`src/shared/cam_map.svh`:
```
`ifndef CAM_MAP_SVH
`define CAM_MAP_SVH

// Widths
`define CAM_PC_W        15
`define CAM_DADDR_W     8
`define CAM_ARG_W       15

// Field positions inside the instruction argument
`define CAM_BLOCK_LSB_W 12
`define CAM_DISP_W      6
`define CAM_NIB_W       4

// Relative jump: field holds distance plus this bias (range -31..+32)
`define CAM_REL_BIAS    15'h001f

// Upper nibble forced by the short pointer load
`define CAM_NIB_CLR     4'h0

// Reset values
`define CAM_PC_RST      15'h0000
`define CAM_PTR_RST     8'h00

`endif

```
`src/shared/cam_pkg.sv`:
```
package cam_pkg;

    // Addressing operation requested by the decoder
    typedef enum logic [3:0] {
        CAM_OP_STEP,
        CAM_OP_DIRECT,
        CAM_OP_INDIRECT,
        CAM_OP_IMMEDIATE,
        CAM_OP_LOAD_PTR_SHORT,
        CAM_OP_TABLE_READ,
        CAM_OP_REL_JUMP,
        CAM_OP_BLOCK_JUMP,
        CAM_OP_LONG_JUMP,
        CAM_OP_TABLE_JUMP,
        CAM_OP_VECTOR_JUMP
    } cam_op_t;

    // Pointer post-modification
    typedef enum logic [1:0] {
        CAM_POST_NONE,
        CAM_POST_INC,
        CAM_POST_DEC
    } cam_post_t;

    // Sequencer states
    typedef enum logic [2:0] {
        CAM_S_IDLE,
        CAM_S_RD,
        CAM_S_CAP,
        CAM_S_RD2,
        CAM_S_CAP2
    } cam_state_t;

    // One decoded instruction
    typedef struct packed {
        cam_op_t     op;
        logic [1:0]  len;
        logic        test_failed;
        logic        ptr_sel;
        cam_post_t   post;
        logic [14:0] arg;
    } cam_cmd_t;

endpackage : cam_pkg

```
`src/design/cam_core.sv`:
```
`timescale 1ns/1ps
`default_nettype none
`include "cam_map.svh"

// Summary of operation
// - Direct address comes from instruction byte
// - Indirect address is selected pointer value
// - Access at pointer, then step pointer
// - Immediate byte fetched after the opcode
// - Short load: nibble low, upper cleared
// - Table read via upper PC and accumulator
// - PC is fifteen bits, two bytes
// - Relative jump spans -31 to +32
// - Block jump replaces low twelve bits
// - Long jump loads all fifteen bits
// - Table jump loads lower PC byte
// - Vector jump loads two-byte vector
// - Failed test turns next into no-op
module cam_core
    import cam_pkg::*;
(
    // Clock and reset
    input  wire logic                    clk_sys,
    input  wire logic                    rst_n,
    // Decoded command
    input  wire logic                    cmd_valid,
    input  wire cam_cmd_t                cmd,
    output logic                         cmd_ready,
    // Accumulator from the datapath
    input  wire logic [7:0]              acc,
    // Program memory, data one cycle after read
    output logic [`CAM_PC_W-1:0]         prog_addr,
    output logic                         prog_rd,
    input  wire logic [7:0]              prog_data,
    // Data memory operand address
    output logic [`CAM_DADDR_W-1:0]      dmem_addr,
    output logic                         dmem_req,
    // Results
    output logic [7:0]                   operand,
    output logic                         operand_valid,
    output logic [7:0]                   acc_data,
    output logic                         acc_load,
    output logic [`CAM_PC_W-1:0]         pc,
    output logic [7:0]                   ptr_b,
    output logic [7:0]                   ptr_x,
    output logic                         done
);

    cam_state_t state;
    cam_state_t next_state;
    cam_op_t    op_q;
    logic       skip_pending;
    logic [7:0] vec_hi;
    logic       accept;
    logic       work;
    logic       skip_run;
    logic       ind_b;
    logic       ind_x;

    // Command handshake and skip decision
    assign accept   = cmd_valid && cmd_ready;
    assign skip_run = accept && skip_pending;
    assign work     = accept && !skip_pending;
    assign ind_b    = work && (cmd.op == CAM_OP_INDIRECT) && !cmd.ptr_sel;
    assign ind_x    = work && (cmd.op == CAM_OP_INDIRECT) && cmd.ptr_sel;

    // Sequencer next state
    always_comb
    begin
        next_state = state;
        unique case (state)
            CAM_S_IDLE:
                if (work && (cmd.op == CAM_OP_IMMEDIATE || cmd.op == CAM_OP_TABLE_READ ||
                             cmd.op == CAM_OP_TABLE_JUMP || cmd.op == CAM_OP_VECTOR_JUMP))
                    next_state = CAM_S_RD;
            CAM_S_RD, CAM_S_RD2:
                next_state = (state == CAM_S_RD) ? CAM_S_CAP : CAM_S_CAP2;
            CAM_S_CAP:
                next_state = (op_q == CAM_OP_VECTOR_JUMP) ? CAM_S_RD2 : CAM_S_IDLE;
            CAM_S_CAP2:
                next_state = CAM_S_IDLE;
        endcase
    end

    // State, ready and latched operation
    always_ff @(posedge clk_sys or negedge rst_n)
    begin
        if (!rst_n)
        begin
            state     <= CAM_S_IDLE;
            cmd_ready <= 1'b0;
            op_q      <= CAM_OP_STEP;
        end
        else
        begin
            state     <= next_state;
            cmd_ready <= (next_state == CAM_S_IDLE);
            if (work)
                op_q <= cmd.op;
        end
    end

    // Skip flag set by a failed test, spent on the next command
    always_ff @(posedge clk_sys or negedge rst_n)
    begin
        if (!rst_n)
            skip_pending <= 1'b0;
        else if (accept)
            skip_pending <= work && cmd.test_failed;
    end

    // Program counter
    always_ff @(posedge clk_sys or negedge rst_n)
    begin
        if (!rst_n)
            pc <= `CAM_PC_RST;
        else if (skip_run)
            pc <= pc + `CAM_PC_W'(cmd.len);
        else if (work)
        begin
            unique case (cmd.op)
                CAM_OP_REL_JUMP:
                    pc <= pc + `CAM_PC_W'(cmd.arg[`CAM_DISP_W-1:0]) - `CAM_REL_BIAS;
                CAM_OP_BLOCK_JUMP:
                    pc <= {pc[14:12], cmd.arg[`CAM_BLOCK_LSB_W-1:0]};
                CAM_OP_LONG_JUMP:
                    pc <= cmd.arg;
                CAM_OP_TABLE_READ, CAM_OP_TABLE_JUMP, CAM_OP_VECTOR_JUMP:
                    pc <= pc;
                default:
                    pc <= pc + `CAM_PC_W'(cmd.len);
            endcase
        end
        else if (state == CAM_S_CAP && op_q == CAM_OP_TABLE_READ)
            pc <= pc + `CAM_PC_W'(1);
        else if (state == CAM_S_CAP && op_q == CAM_OP_TABLE_JUMP)
            pc[7:0] <= prog_data;
        else if (state == CAM_S_CAP2)
            pc <= {vec_hi[6:0], prog_data};
    end

    // Program memory address and read strobe
    always_ff @(posedge clk_sys or negedge rst_n)
    begin
        if (!rst_n)
        begin
            prog_addr <= `CAM_PC_RST;
            prog_rd   <= 1'b0;
        end
        else
        begin
            prog_rd <= (next_state == CAM_S_RD) || (next_state == CAM_S_RD2);
            if (work && cmd.op == CAM_OP_IMMEDIATE)
                prog_addr <= pc + `CAM_PC_W'(1);
            else if (work && (cmd.op == CAM_OP_TABLE_READ || cmd.op == CAM_OP_TABLE_JUMP))
                prog_addr <= {pc[14:8], acc};
            else if (work && cmd.op == CAM_OP_VECTOR_JUMP)
                prog_addr <= cmd.arg;
            else if (state == CAM_S_CAP && op_q == CAM_OP_VECTOR_JUMP)
                prog_addr <= prog_addr + `CAM_PC_W'(1);
        end
    end

    // Data memory operand address, taken before any pointer step
    always_ff @(posedge clk_sys or negedge rst_n)
    begin
        if (!rst_n)
        begin
            dmem_addr <= 8'h00;
            dmem_req  <= 1'b0;
        end
        else
        begin
            dmem_req <= work && (cmd.op == CAM_OP_DIRECT || cmd.op == CAM_OP_INDIRECT);
            if (work && cmd.op == CAM_OP_DIRECT)
                dmem_addr <= cmd.arg[7:0];
            else if (work && cmd.op == CAM_OP_INDIRECT)
                dmem_addr <= cmd.ptr_sel ? ptr_x : ptr_b;
        end
    end

    // Captured program bytes and completion pulse
    always_ff @(posedge clk_sys or negedge rst_n)
    begin
        if (!rst_n)
        begin
            operand       <= 8'h00;
            operand_valid <= 1'b0;
            acc_data      <= 8'h00;
            acc_load      <= 1'b0;
            vec_hi        <= 8'h00;
            done          <= 1'b0;
        end
        else
        begin
            operand_valid <= (state == CAM_S_CAP) && (op_q == CAM_OP_IMMEDIATE);
            acc_load      <= (state == CAM_S_CAP) && (op_q == CAM_OP_TABLE_READ);
            done          <= skip_run || (state == CAM_S_CAP2) || (work && (next_state == CAM_S_IDLE)) ||
                             ((state == CAM_S_CAP) && (op_q != CAM_OP_VECTOR_JUMP));
            if (state == CAM_S_CAP && op_q == CAM_OP_IMMEDIATE)
                operand <= prog_data;
            if (state == CAM_S_CAP && op_q == CAM_OP_TABLE_READ)
                acc_data <= prog_data;
            if (state == CAM_S_CAP && op_q == CAM_OP_VECTOR_JUMP)
                vec_hi <= prog_data;
        end
    end

    // First pointer: short load and post-modify
    cam_ptr_reg u_ptr_b
    (
        .clk_sys  (clk_sys),
        .rst_n    (rst_n),
        .load     (work && cmd.op == CAM_OP_LOAD_PTR_SHORT),
        .load_val ({`CAM_NIB_CLR, cmd.arg[`CAM_NIB_W-1:0]}),
        .inc      (ind_b && cmd.post == CAM_POST_INC),
        .dec      (ind_b && cmd.post == CAM_POST_DEC),
        .value    (ptr_b)
    );

    // Second pointer: post-modify only
    cam_ptr_reg u_ptr_x
    (
        .clk_sys  (clk_sys),
        .rst_n    (rst_n),
        .load     (1'b0),
        .load_val (8'h00),
        .inc      (ind_x && cmd.post == CAM_POST_INC),
        .dec      (ind_x && cmd.post == CAM_POST_DEC),
        .value    (ptr_x)
    );
endmodule : cam_core
`default_nettype wire

```
`src/design/cam_ptr_reg.sv`:
```
`timescale 1ns/1ps
`default_nettype none
`include "cam_map.svh"

module cam_ptr_reg
(
    // Clock and reset
    input  wire logic       clk_sys,
    input  wire logic       rst_n,
    // Control
    input  wire logic       load,
    input  wire logic [7:0] load_val,
    input  wire logic       inc,
    input  wire logic       dec,
    // Pointer value
    output logic      [7:0] value
);

    // Pointer register, load wins over modify
    always_ff @(posedge clk_sys or negedge rst_n)
    begin
        if (!rst_n)
            value <= `CAM_PTR_RST;
        else if (load)
            value <= load_val;
        else if (inc)
            value <= value + 8'h01;
        else if (dec)
            value <= value - 8'h01;
    end

endmodule : cam_ptr_reg
`default_nettype wire

```
`config.mk`:
```
export PLATFORM = sky130hd
export DESIGN_NAME = cam_core
export DESIGN_NICKNAME = d
export VERILOG_FILES = /design/src/shared/cam_pkg.sv /design/src/design/cam_core.sv /design/src/design/cam_ptr_reg.sv
export VERILOG_INCLUDE_DIRS = /design/src /design/src/shared
export SDC_FILE = /design/constraint.sdc
export NUM_CORES = 1
export LEC_CHECK = 0
export BUFFER_PORTS_ARGS = -buffer_cell sky130_fd_sc_hd__buf_4
export CELL_PAD_IN_SITES_DETAIL_PLACEMENT = 1
export CELL_PAD_IN_SITES_GLOBAL_PLACEMENT = 1
export CORE_ASPECT_RATIO = 0.5
export CORE_MARGIN = 2
export CORE_UTILIZATION = 47
export DETAILED_ROUTE_END_ITERATION = 8
export PLACE_DENSITY_LB_ADDON = 0.1
export SYNTH_ARGS = -nofsm -noshare
export SYNTH_HDL_FRONTEND = slang
export SYNTH_SLANG_ARGS = --single-unit
```
`constraint.sdc`:
```
create_clock -name clk_sys -period 6.55 [get_ports clk_sys]
set_input_delay 0.3275 -clock clk_sys [delete_from_list [all_inputs] [get_ports clk_sys]]
set_output_delay 0.3275 -clock clk_sys [all_outputs]
set_load 0.005 [all_outputs]
```
==> impl_metrics.py, run 1 <==
metrics = {
    "status": {
        "status": "finished, final reports clean",
    },
    "power_and_ir_drop": {
        "ir_drop_v": 0.000176,
        "p_seq_frac": 0.309,
        "clkPwrFrac": 0.153,
        "combPwrFrac": 0.538,
        "p_int_mw": 2.04,
        "power.density_nw_per_um2": 440,
        "power.share.switching": 0.457,
        "power_switching_mw": 1.72,
        "p_leak_nw": 3.72,
    },
    "yosys": {
        "synth_area_leaders": "dfrtp_1, ha_1, nand2_1",
        "synth_area_per_cell_sq_um": 8.67,
        "async_flop_share": 1.00,
        "synth_cell_types": 78,
        "yosys_warnings": 0,
        "synth-seq-cells": 91,
        "synth_cells": 837,
        "synth_ff_type": "dfrtp_1",
        "yosys.area.top_type": "dfrtp_1",
        "synth_seq_area_share": 0.314,
        "synth_nets": 927,
        "yosysTopAreaCellShare": 0.314,
        "synth_area_sq_um": 7260,
        "synth-edff-count": 0,
    },
    "clock_network": {
        "post-cts-setup-buffer-count": 0,
        "cts-root-buf": "clkbuf_16",
        "cts_resized": 0,
        "cts_buffers": 9,
        "cts_tree": "yes",
        "cts-hold-fix-buffers": 1,
        "cts.path.max_buffers": 2,
        "insertion_delay_ns": 0.36,
        "cts.reportedPaths.clkPinSlew_ns": 0.08,
        "cts_max_level": 3,
        "clock_sinks": 91,
    },
    "grt": {
        "grt_use_met3": 0.0786,
        "grt_use_total": 0.326,
        "gr-max-usage-layer": "met2",
        "grt_util_met2": 0.506,
        "use_met1": 0.461,
        "grt-ovfl-total": 0,
        "grt_pass1_vias": 7240,
        "antenna_found_initial": 0,
        "grt_pass1_wl_mm": 41.8,
        "grt_max_degree": 48,
    },
    "route": {
        "drtIter0Drc": 487,
        "vias": 7209,
        "firstDrtPassIters": 5,
        "wire_per_inst_um": 23.2,
        "ant_nets": 0,
        "drc": 0,
        "vias_per_cell": 6.33,
        "routed_wl_mm": 26.4,
    },
    "floorplan": {
        "row_count": 32,
        "die-area_sq_um": 16500,
        "start_util": 0.476,
        "fp.dieH_um": 91.9,
        "die_w_um": 180,
        "core_sq_um": 15300,
        "io_pins": 120,
    },
    "worst_setup_path": {
        "crit_path_start": "skip_pending",
        "arrival_ns": 4.48,
        "path_class": "reg2reg",
        "r2r-start": "skip_pending",
        "cp-end-kind": "flip-flop",
        "start_kind": "flip-flop",
        "cp.required_ns": 6.80,
        "cp_max_fo": 22,
    },
    "place": {
        "gp_congestion": 0.929,
        "numPortBuffers": 119,
        "dpl-instance-area_sq_um": 8240,
        "dpl.hpwl_mm": 20.1,
    },
    "cells_and_area": {
        "postLayoutCellArea_sq_um": 8560,
        "fin_nets": 1020,
        "areaGrowthSynthToFinish_pct": 18.0,
        "layout-drive-gt1-share": 0.201,
        "n_antenna_cell": 0,
    },
    "sta": {
        "setup_viol": 0,
        "grt_setup_unrepaired": "false",
        "tns_ns": 0,
        "layout_min_cycle_time_ns": 4.24,
        "max_freq_mhz": 236,
        "worstMarginPinSlew_ns": 0.990,
        "slew_violations": 0,
        "hold_viol_final": 0,
        "fin_crit_sh": 0.647,
        "fin_skew_ns": 0.0113,
        "maxSlewHeadroom": 0.338,
    },
    "min_path": {
        "hold_class": "in2reg",
        "holdCritStartpoint": "prog_data[2]",
    },
    "flow_run": {
        "maxCapViolCount": 0,
    },
}
[per-stage QoR]
| step | hold slack [ns] | power, mW | util | setup slack, ns | std cells |
|---|---|---|---|---|---|
| CTS | 0.203 | 3.75 | 0.561 | 2.36 | 1139 |
| detailed placement | 0.372 | 3.16 | 0.540 | 2.39 | 1122 |
| global placement | 0.373 | 3.07 | 0.540 | 2.56 | 1122 |
| floorplan | 0.0319 | 2.36 | - | 3.54 | 837 |
| finish | 0.207 | 3.76 | 0.561 | 2.31 | 1139 |
| global route | 0.211 | 4.04 | 0.561 | 2.03 | 1139 |
[placed cells by master (no fill, tap or decap), types with 9 or more instances in the layout]
cell       Yosys  final
xnor2_1       39     39
nand4_1       10     10
xor2_1        19     19
nand2_1      105    105
buf_4          5    126
inv_1         37     37
a211oi_1      22     22
clkbuf_16      0      9
a221oi_1      10     10
nor2_1        55     55
a21oi_1       49     49
o21ai_0       48     48
a21o_1        12     12
mux2_2        23     23
nand3_1       26     26
ha_1          42     42
dfrtp_1       91     91
nor3_1        27     27
mux2i_1       17     17
[sequential cells by signal, indices dropped and copies added, names as in the netlist, 7 cells and up]
name	count
acc_data	8
dmem_addr	8
operand	8
pc	15
prog_addr	15
u_ptr_b.value	8
u_ptr_x.value	8
vec_hi	7
[per-layer routing]
layer,vias up,wire length [um]
li1,3263,-
met1,3602,12000
met4,0,312
met2,314,11600
met5,-,0
met3,30,2520
[power groups by stage]
| stage | clock (mW) | sequential, mW | combinational [mW] |
|---|---|---|---|
| global placement | 0 | 1.14 | 1.93 |
| CTS | 0.584 | 1.15 | 2.02 |
| detailed placement | 0 | 1.16 | 2.00 |
| floorplan | 0 | 1.03 | 1.33 |
| global route | 0.602 | 1.19 | 2.25 |
| finish | 0.576 | 1.16 | 2.03 |
[Yosys cell counts, types with 4 or more instances]
library cell    n
o21bai_1        7
o311ai_0        4
or4_1           4
dfrtp_1        91
nand4_1        10
clkbuf_1       21
a31oi_1         8
inv_1          37
o21ai_0        48
o22ai_1         7
a22oi_1         5
mux2_2         23
a21o_1         12
nand3_1        26
o221a_2         8
nand2b_1        6
o21ai_1         4
xnor2_1        39
fa_1            4
xor2_1         19
nor4_1          5
buf_2          16
a21oi_1        49
mux2i_1        17
nand2_1       105
nor2b_1         5
o31ai_1         4
nor2_1         55
nand3b_1        4
a211oi_1       22
a22o_1          4
a221oi_1       10
or3_1           8
nor3_1         27
o211ai_1        7
ha_1           42
o21a_1          4
buf_4           5
[worst max-delay path, stage by stage (launching register included)]
cell      delay, ns
dfrtp_1        0.51
and3b_1        0.90
and3_1         0.48
nand2_1        0.13
or2_2          0.40
ha_1           0.30
a21o_1         0.19
a211oi_1       0.22
nor2_1         0.10
o41ai_1        0.36
mux2_2         0.40
xnor2_1        0.13
[cell type report]
| type | instances | area, sq um |
|---|---|---|
| Clock buffer | 9 | 225 |
| Clock inverter | 7 | 82.6 |
| Fill cell | 1801 | 6700 |
| Inverter | 37 | 139 |
| Multi-Input combinational cell | 664 | 4620 |
| Sequential cell | 91 | 2280 |
| Tap cell | 204 | 255 |
| Timing Repair Buffer | 127 | 956 |
[worst paths after layout]
check / to / slack, ns / cells past startpoint
hold reg to reg: acc_data[0] / 0.47 / 2
setup / recovery: u_ptr_x.value[7] / 2.31 / 11
hold / removal: acc_data[2] / 0.21 / 3
setup reg to reg: u_ptr_x.value[7] / 2.31 / 11
min in group asynchronous: prog_addr[14] / 0.51 / 2
max in group asynchronous: state[0] / 4.94 / 3
[logic make-up (layout without fill, tap and decap cells)]
family                   after synthesis  count (layout)  share of synthesized area
AND/OR/NAND/NOR                      286             286                      0.202
AO/OA/AOI/OAI                        234             234                      0.222
flip-flops                            91              91                      0.314
buffers and inverters                 82             180                     0.0490
XOR/XNOR                              58              58                     0.0700
adder cells (fa/ha/maj)               46              46                     0.0835
multiplexers                          40              40                     0.0591
Note: power is estimated with default switching activity, not from simulation.
==> run 2: changes to the inputs <==
--- a/config.mk
+++ b/config.mk
@@ -11,7 +11,7 @@
 export CELL_PAD_IN_SITES_GLOBAL_PLACEMENT = 1
 export CORE_ASPECT_RATIO = 0.5
 export CORE_MARGIN = 2
-export CORE_UTILIZATION = 47
+export CORE_UTILIZATION = 39
 export DETAILED_ROUTE_END_ITERATION = 8
 export PLACE_DENSITY_LB_ADDON = 0.1
 export SYNTH_ARGS = -nofsm -noshare
==> constraint.sdc (replaced) <==
create_clock -name clk_sys -period 3.64 [get_ports clk_sys]
set_input_delay 0.182 -clock clk_sys [delete_from_list [all_inputs] [get_ports clk_sys]]
set_output_delay 0.182 -clock clk_sys [all_outputs]
set_load 0.005 [all_outputs]
==> impl_metrics.py, run 2 (same netlist as run 1, synthesis figures left out) <==
metrics = {
    "status": {
        "status": "finished, final reports clean",
    },
    "grt": {
        "use_met1": 0.404,
        "gr-max-usage-layer": "met2",
        "grt_use_met3": 0.0870,
        "grt_pass1_wl_mm": 42.2,
        "grt_max_degree": 34,
        "grt-ovfl-total": 0,
        "antenna_found_initial": 0,
        "grt_util_met2": 0.422,
        "grt_pass1_vias": 7076,
        "grt_use_total": 0.282,
    },
    "floorplan": {
        "die-area_sq_um": 19800,
        "io_pins": 120,
        "core_sq_um": 18300,
        "fp.dieH_um": 100,
        "row_count": 35,
        "start_util": 0.396,
        "die_w_um": 197,
    },
    "worst_setup_path": {
        "cp_slowest_cell": "dfrtp_1",
        "path_buf_inv": 0,
        "rr_worst_depth": 11,
        "rrSetupSlack_ns": 0.50,
        "cp_max_fo": 8,
        "rr_endpoint": "u_ptr_x.value[7]",
        "arrival_ns": 3.39,
        "start_kind": "flip-flop",
        "r2r-start": "cmd_ready",
        "critPathMaxStageDelay_ns": 0.43,
        "crit_family": "simple AND/OR/NAND/NOR gates",
        "critical_path.cell_chain": "and3b_1 -> and3_1 -> nand2_1 -> or2_2 -> ha_1 -> a21o_1 -> a211oi_1 -> nor2_1 -> o41ai_1 -> mux2_2 -> xnor2_1",
        "path_class": "reg2reg",
        "cp-end-kind": "flip-flop",
        "cp.required_ns": 3.89,
    },
    "clock_network": {
        "cts_buffers": 9,
        "cts_tree": "yes",
        "insertion_delay_ns": 0.37,
        "cts.reportedPaths.clkPinSlew_ns": 0.07,
        "cts_max_level": 3,
        "clock_sinks": 91,
        "cts-root-buf": "clkbuf_16",
        "cts.path.max_buffers": 2,
        "cts_resized": 0,
    },
    "sta": {
        "tns_ns": 0,
        "grt_setup_unrepaired": "false",
        "fin_skew_ns": 0.00820,
        "setup_viol": 0,
        "layout_setup_ws_ns": 0.497,
        "fin_crit_sh": 0.863,
        "hold_viol_final": 0,
        "maxSlewHeadroom": 0.431,
        "worstMarginPinSlew_ns": 0.848,
        "layout_min_cycle_time_ns": 3.14,
        "max_freq_mhz": 318,
        "slew_violations": 0,
    },
    "cells_and_area": {
        "seqCellArea_sq_um": 2280,
        "finish.utilization": 0.473,
        "postLayoutCellArea_sq_um": 8650,
        "nFillCells": 2197,
        "n_antenna_cell": 0,
        "fin_nets": 1030,
        "multi_input_area_sq_um": 4620,
        "final_cell_mix": "buf_4, nand2_1, dfrtp_1",
        "layout-drive-gt1-share": 0.210,
        "layout_commonest_cell": "buf_4",
        "areaGrowthSynthToFinish_pct": 19.3,
        "reg.largest.list": "pc (15), prog_addr (15)",
    },
    "min_path": {
        "holdCritStartpoint": "prog_data[3]",
        "holdPathStages": 3,
        "hold_class": "in2reg",
        "hold_end": "acc_data[3]",
    },
    "route": {
        "vias": 6920,
        "wire_per_inst_um": 22.8,
        "firstDrtPassIters": 5,
        "drc": 0,
        "ant_nets": 0,
        "vias_per_cell": 5.84,
        "drtIter0Drc": 366,
        "routed_wl_mm": 27.0,
    },
    "place": {
        "dpl-instance-area_sq_um": 8360,
        "gp_congestion": 0.903,
        "numPortBuffers": 119,
        "dpl.hpwl_mm": 20.7,
        "place_ws_ns": 0.520,
    },
    "power_and_ir_drop": {
        "p_leak_nw": 3.75,
        "power.density_nw_per_um2": 773,
        "ir_drop_v": 0.000318,
        "total_power_mw": 6.69,
    },
    "flow_run": {
        "maxCapViolCount": 0,
    },
}
run 2: cell types whose count changed in the layout (fill, tap and decap cells not counted), sizes merged:
cell	before	now
clkinvlp	1	2
bufinv	1	0
buf	126	136
run 2: final cells by class:
type / count / area share
Multi-Input combinational cell: 664 / 0.534
Sequential cell: 91 / 0.263
Timing Repair Buffer: 137 / 0.119
Tap cell: 240 / 0.0347
Clock buffer: 9 / 0.0260
Inverter: 37 / 0.0160
Clock inverter: 7 / 0.00665
run 2: worst max path at each step:
stage | from | end | slack (ns) | cells after the start
after floorplan | cmd_ready | u_ptr_x.value[7] | 0.63 | 12
after global placement | cmd_ready | u_ptr_x.value[7] | 0.58 | 11
after detailed placement | cmd_ready | u_ptr_x.value[7] | 0.52 | 11
after CTS | cmd_ready | u_ptr_x.value[7] | 0.48 | 11
after global routing | cmd_ready | u_ptr_x.value[7] | 0.33 | 11
final | cmd_ready | u_ptr_x.value[7] | 0.50 | 11
run 2: worst register-to-register path, cell delays in order (launching register included):
cell,delay [ns]
dfrtp_1,0.43
and3b_1,0.28
and3_1,0.21
nand2_1,0.09
or2_2,0.40
ha_1,0.30
a21o_1,0.20
a211oi_1,0.23
nor2_1,0.10
o41ai_1,0.29
mux2_2,0.39
xnor2_1,0.12
run 2: layer usage:
metal	wire, um	up-vias
met4	255	0
li1	-	3282
met2	11400	215
met1	13200	3403
met3	2190	20
met5	0	-
run 2: where the power goes:
group | leakage (nW) | total (mW) | internal (mW) | switching [mW]
Clock | 0.135 | 0.954 | 0.475 | 0.479
Sequential | 1.09 | 2.03 | 1.40 | 0.629
Combinational | 2.52 | 3.70 | 1.75 | 1.95
Total | 3.75 | 6.69 | 3.63 | 3.06
run 2: repair_timing:
action	in CTS	in global routing
buffers inserted	0	0
endpoints found under the hold margin	31	0
hold buffers	1	0
run 2: through the flow:
stage               hold WS (ns)  instances
global route              0.0595       1185
floorplan                 -0.114        837
detailed placement         0.174       1168
CTS                       0.0449       1185
finish                    0.0528       1185
global placement           0.171       1168
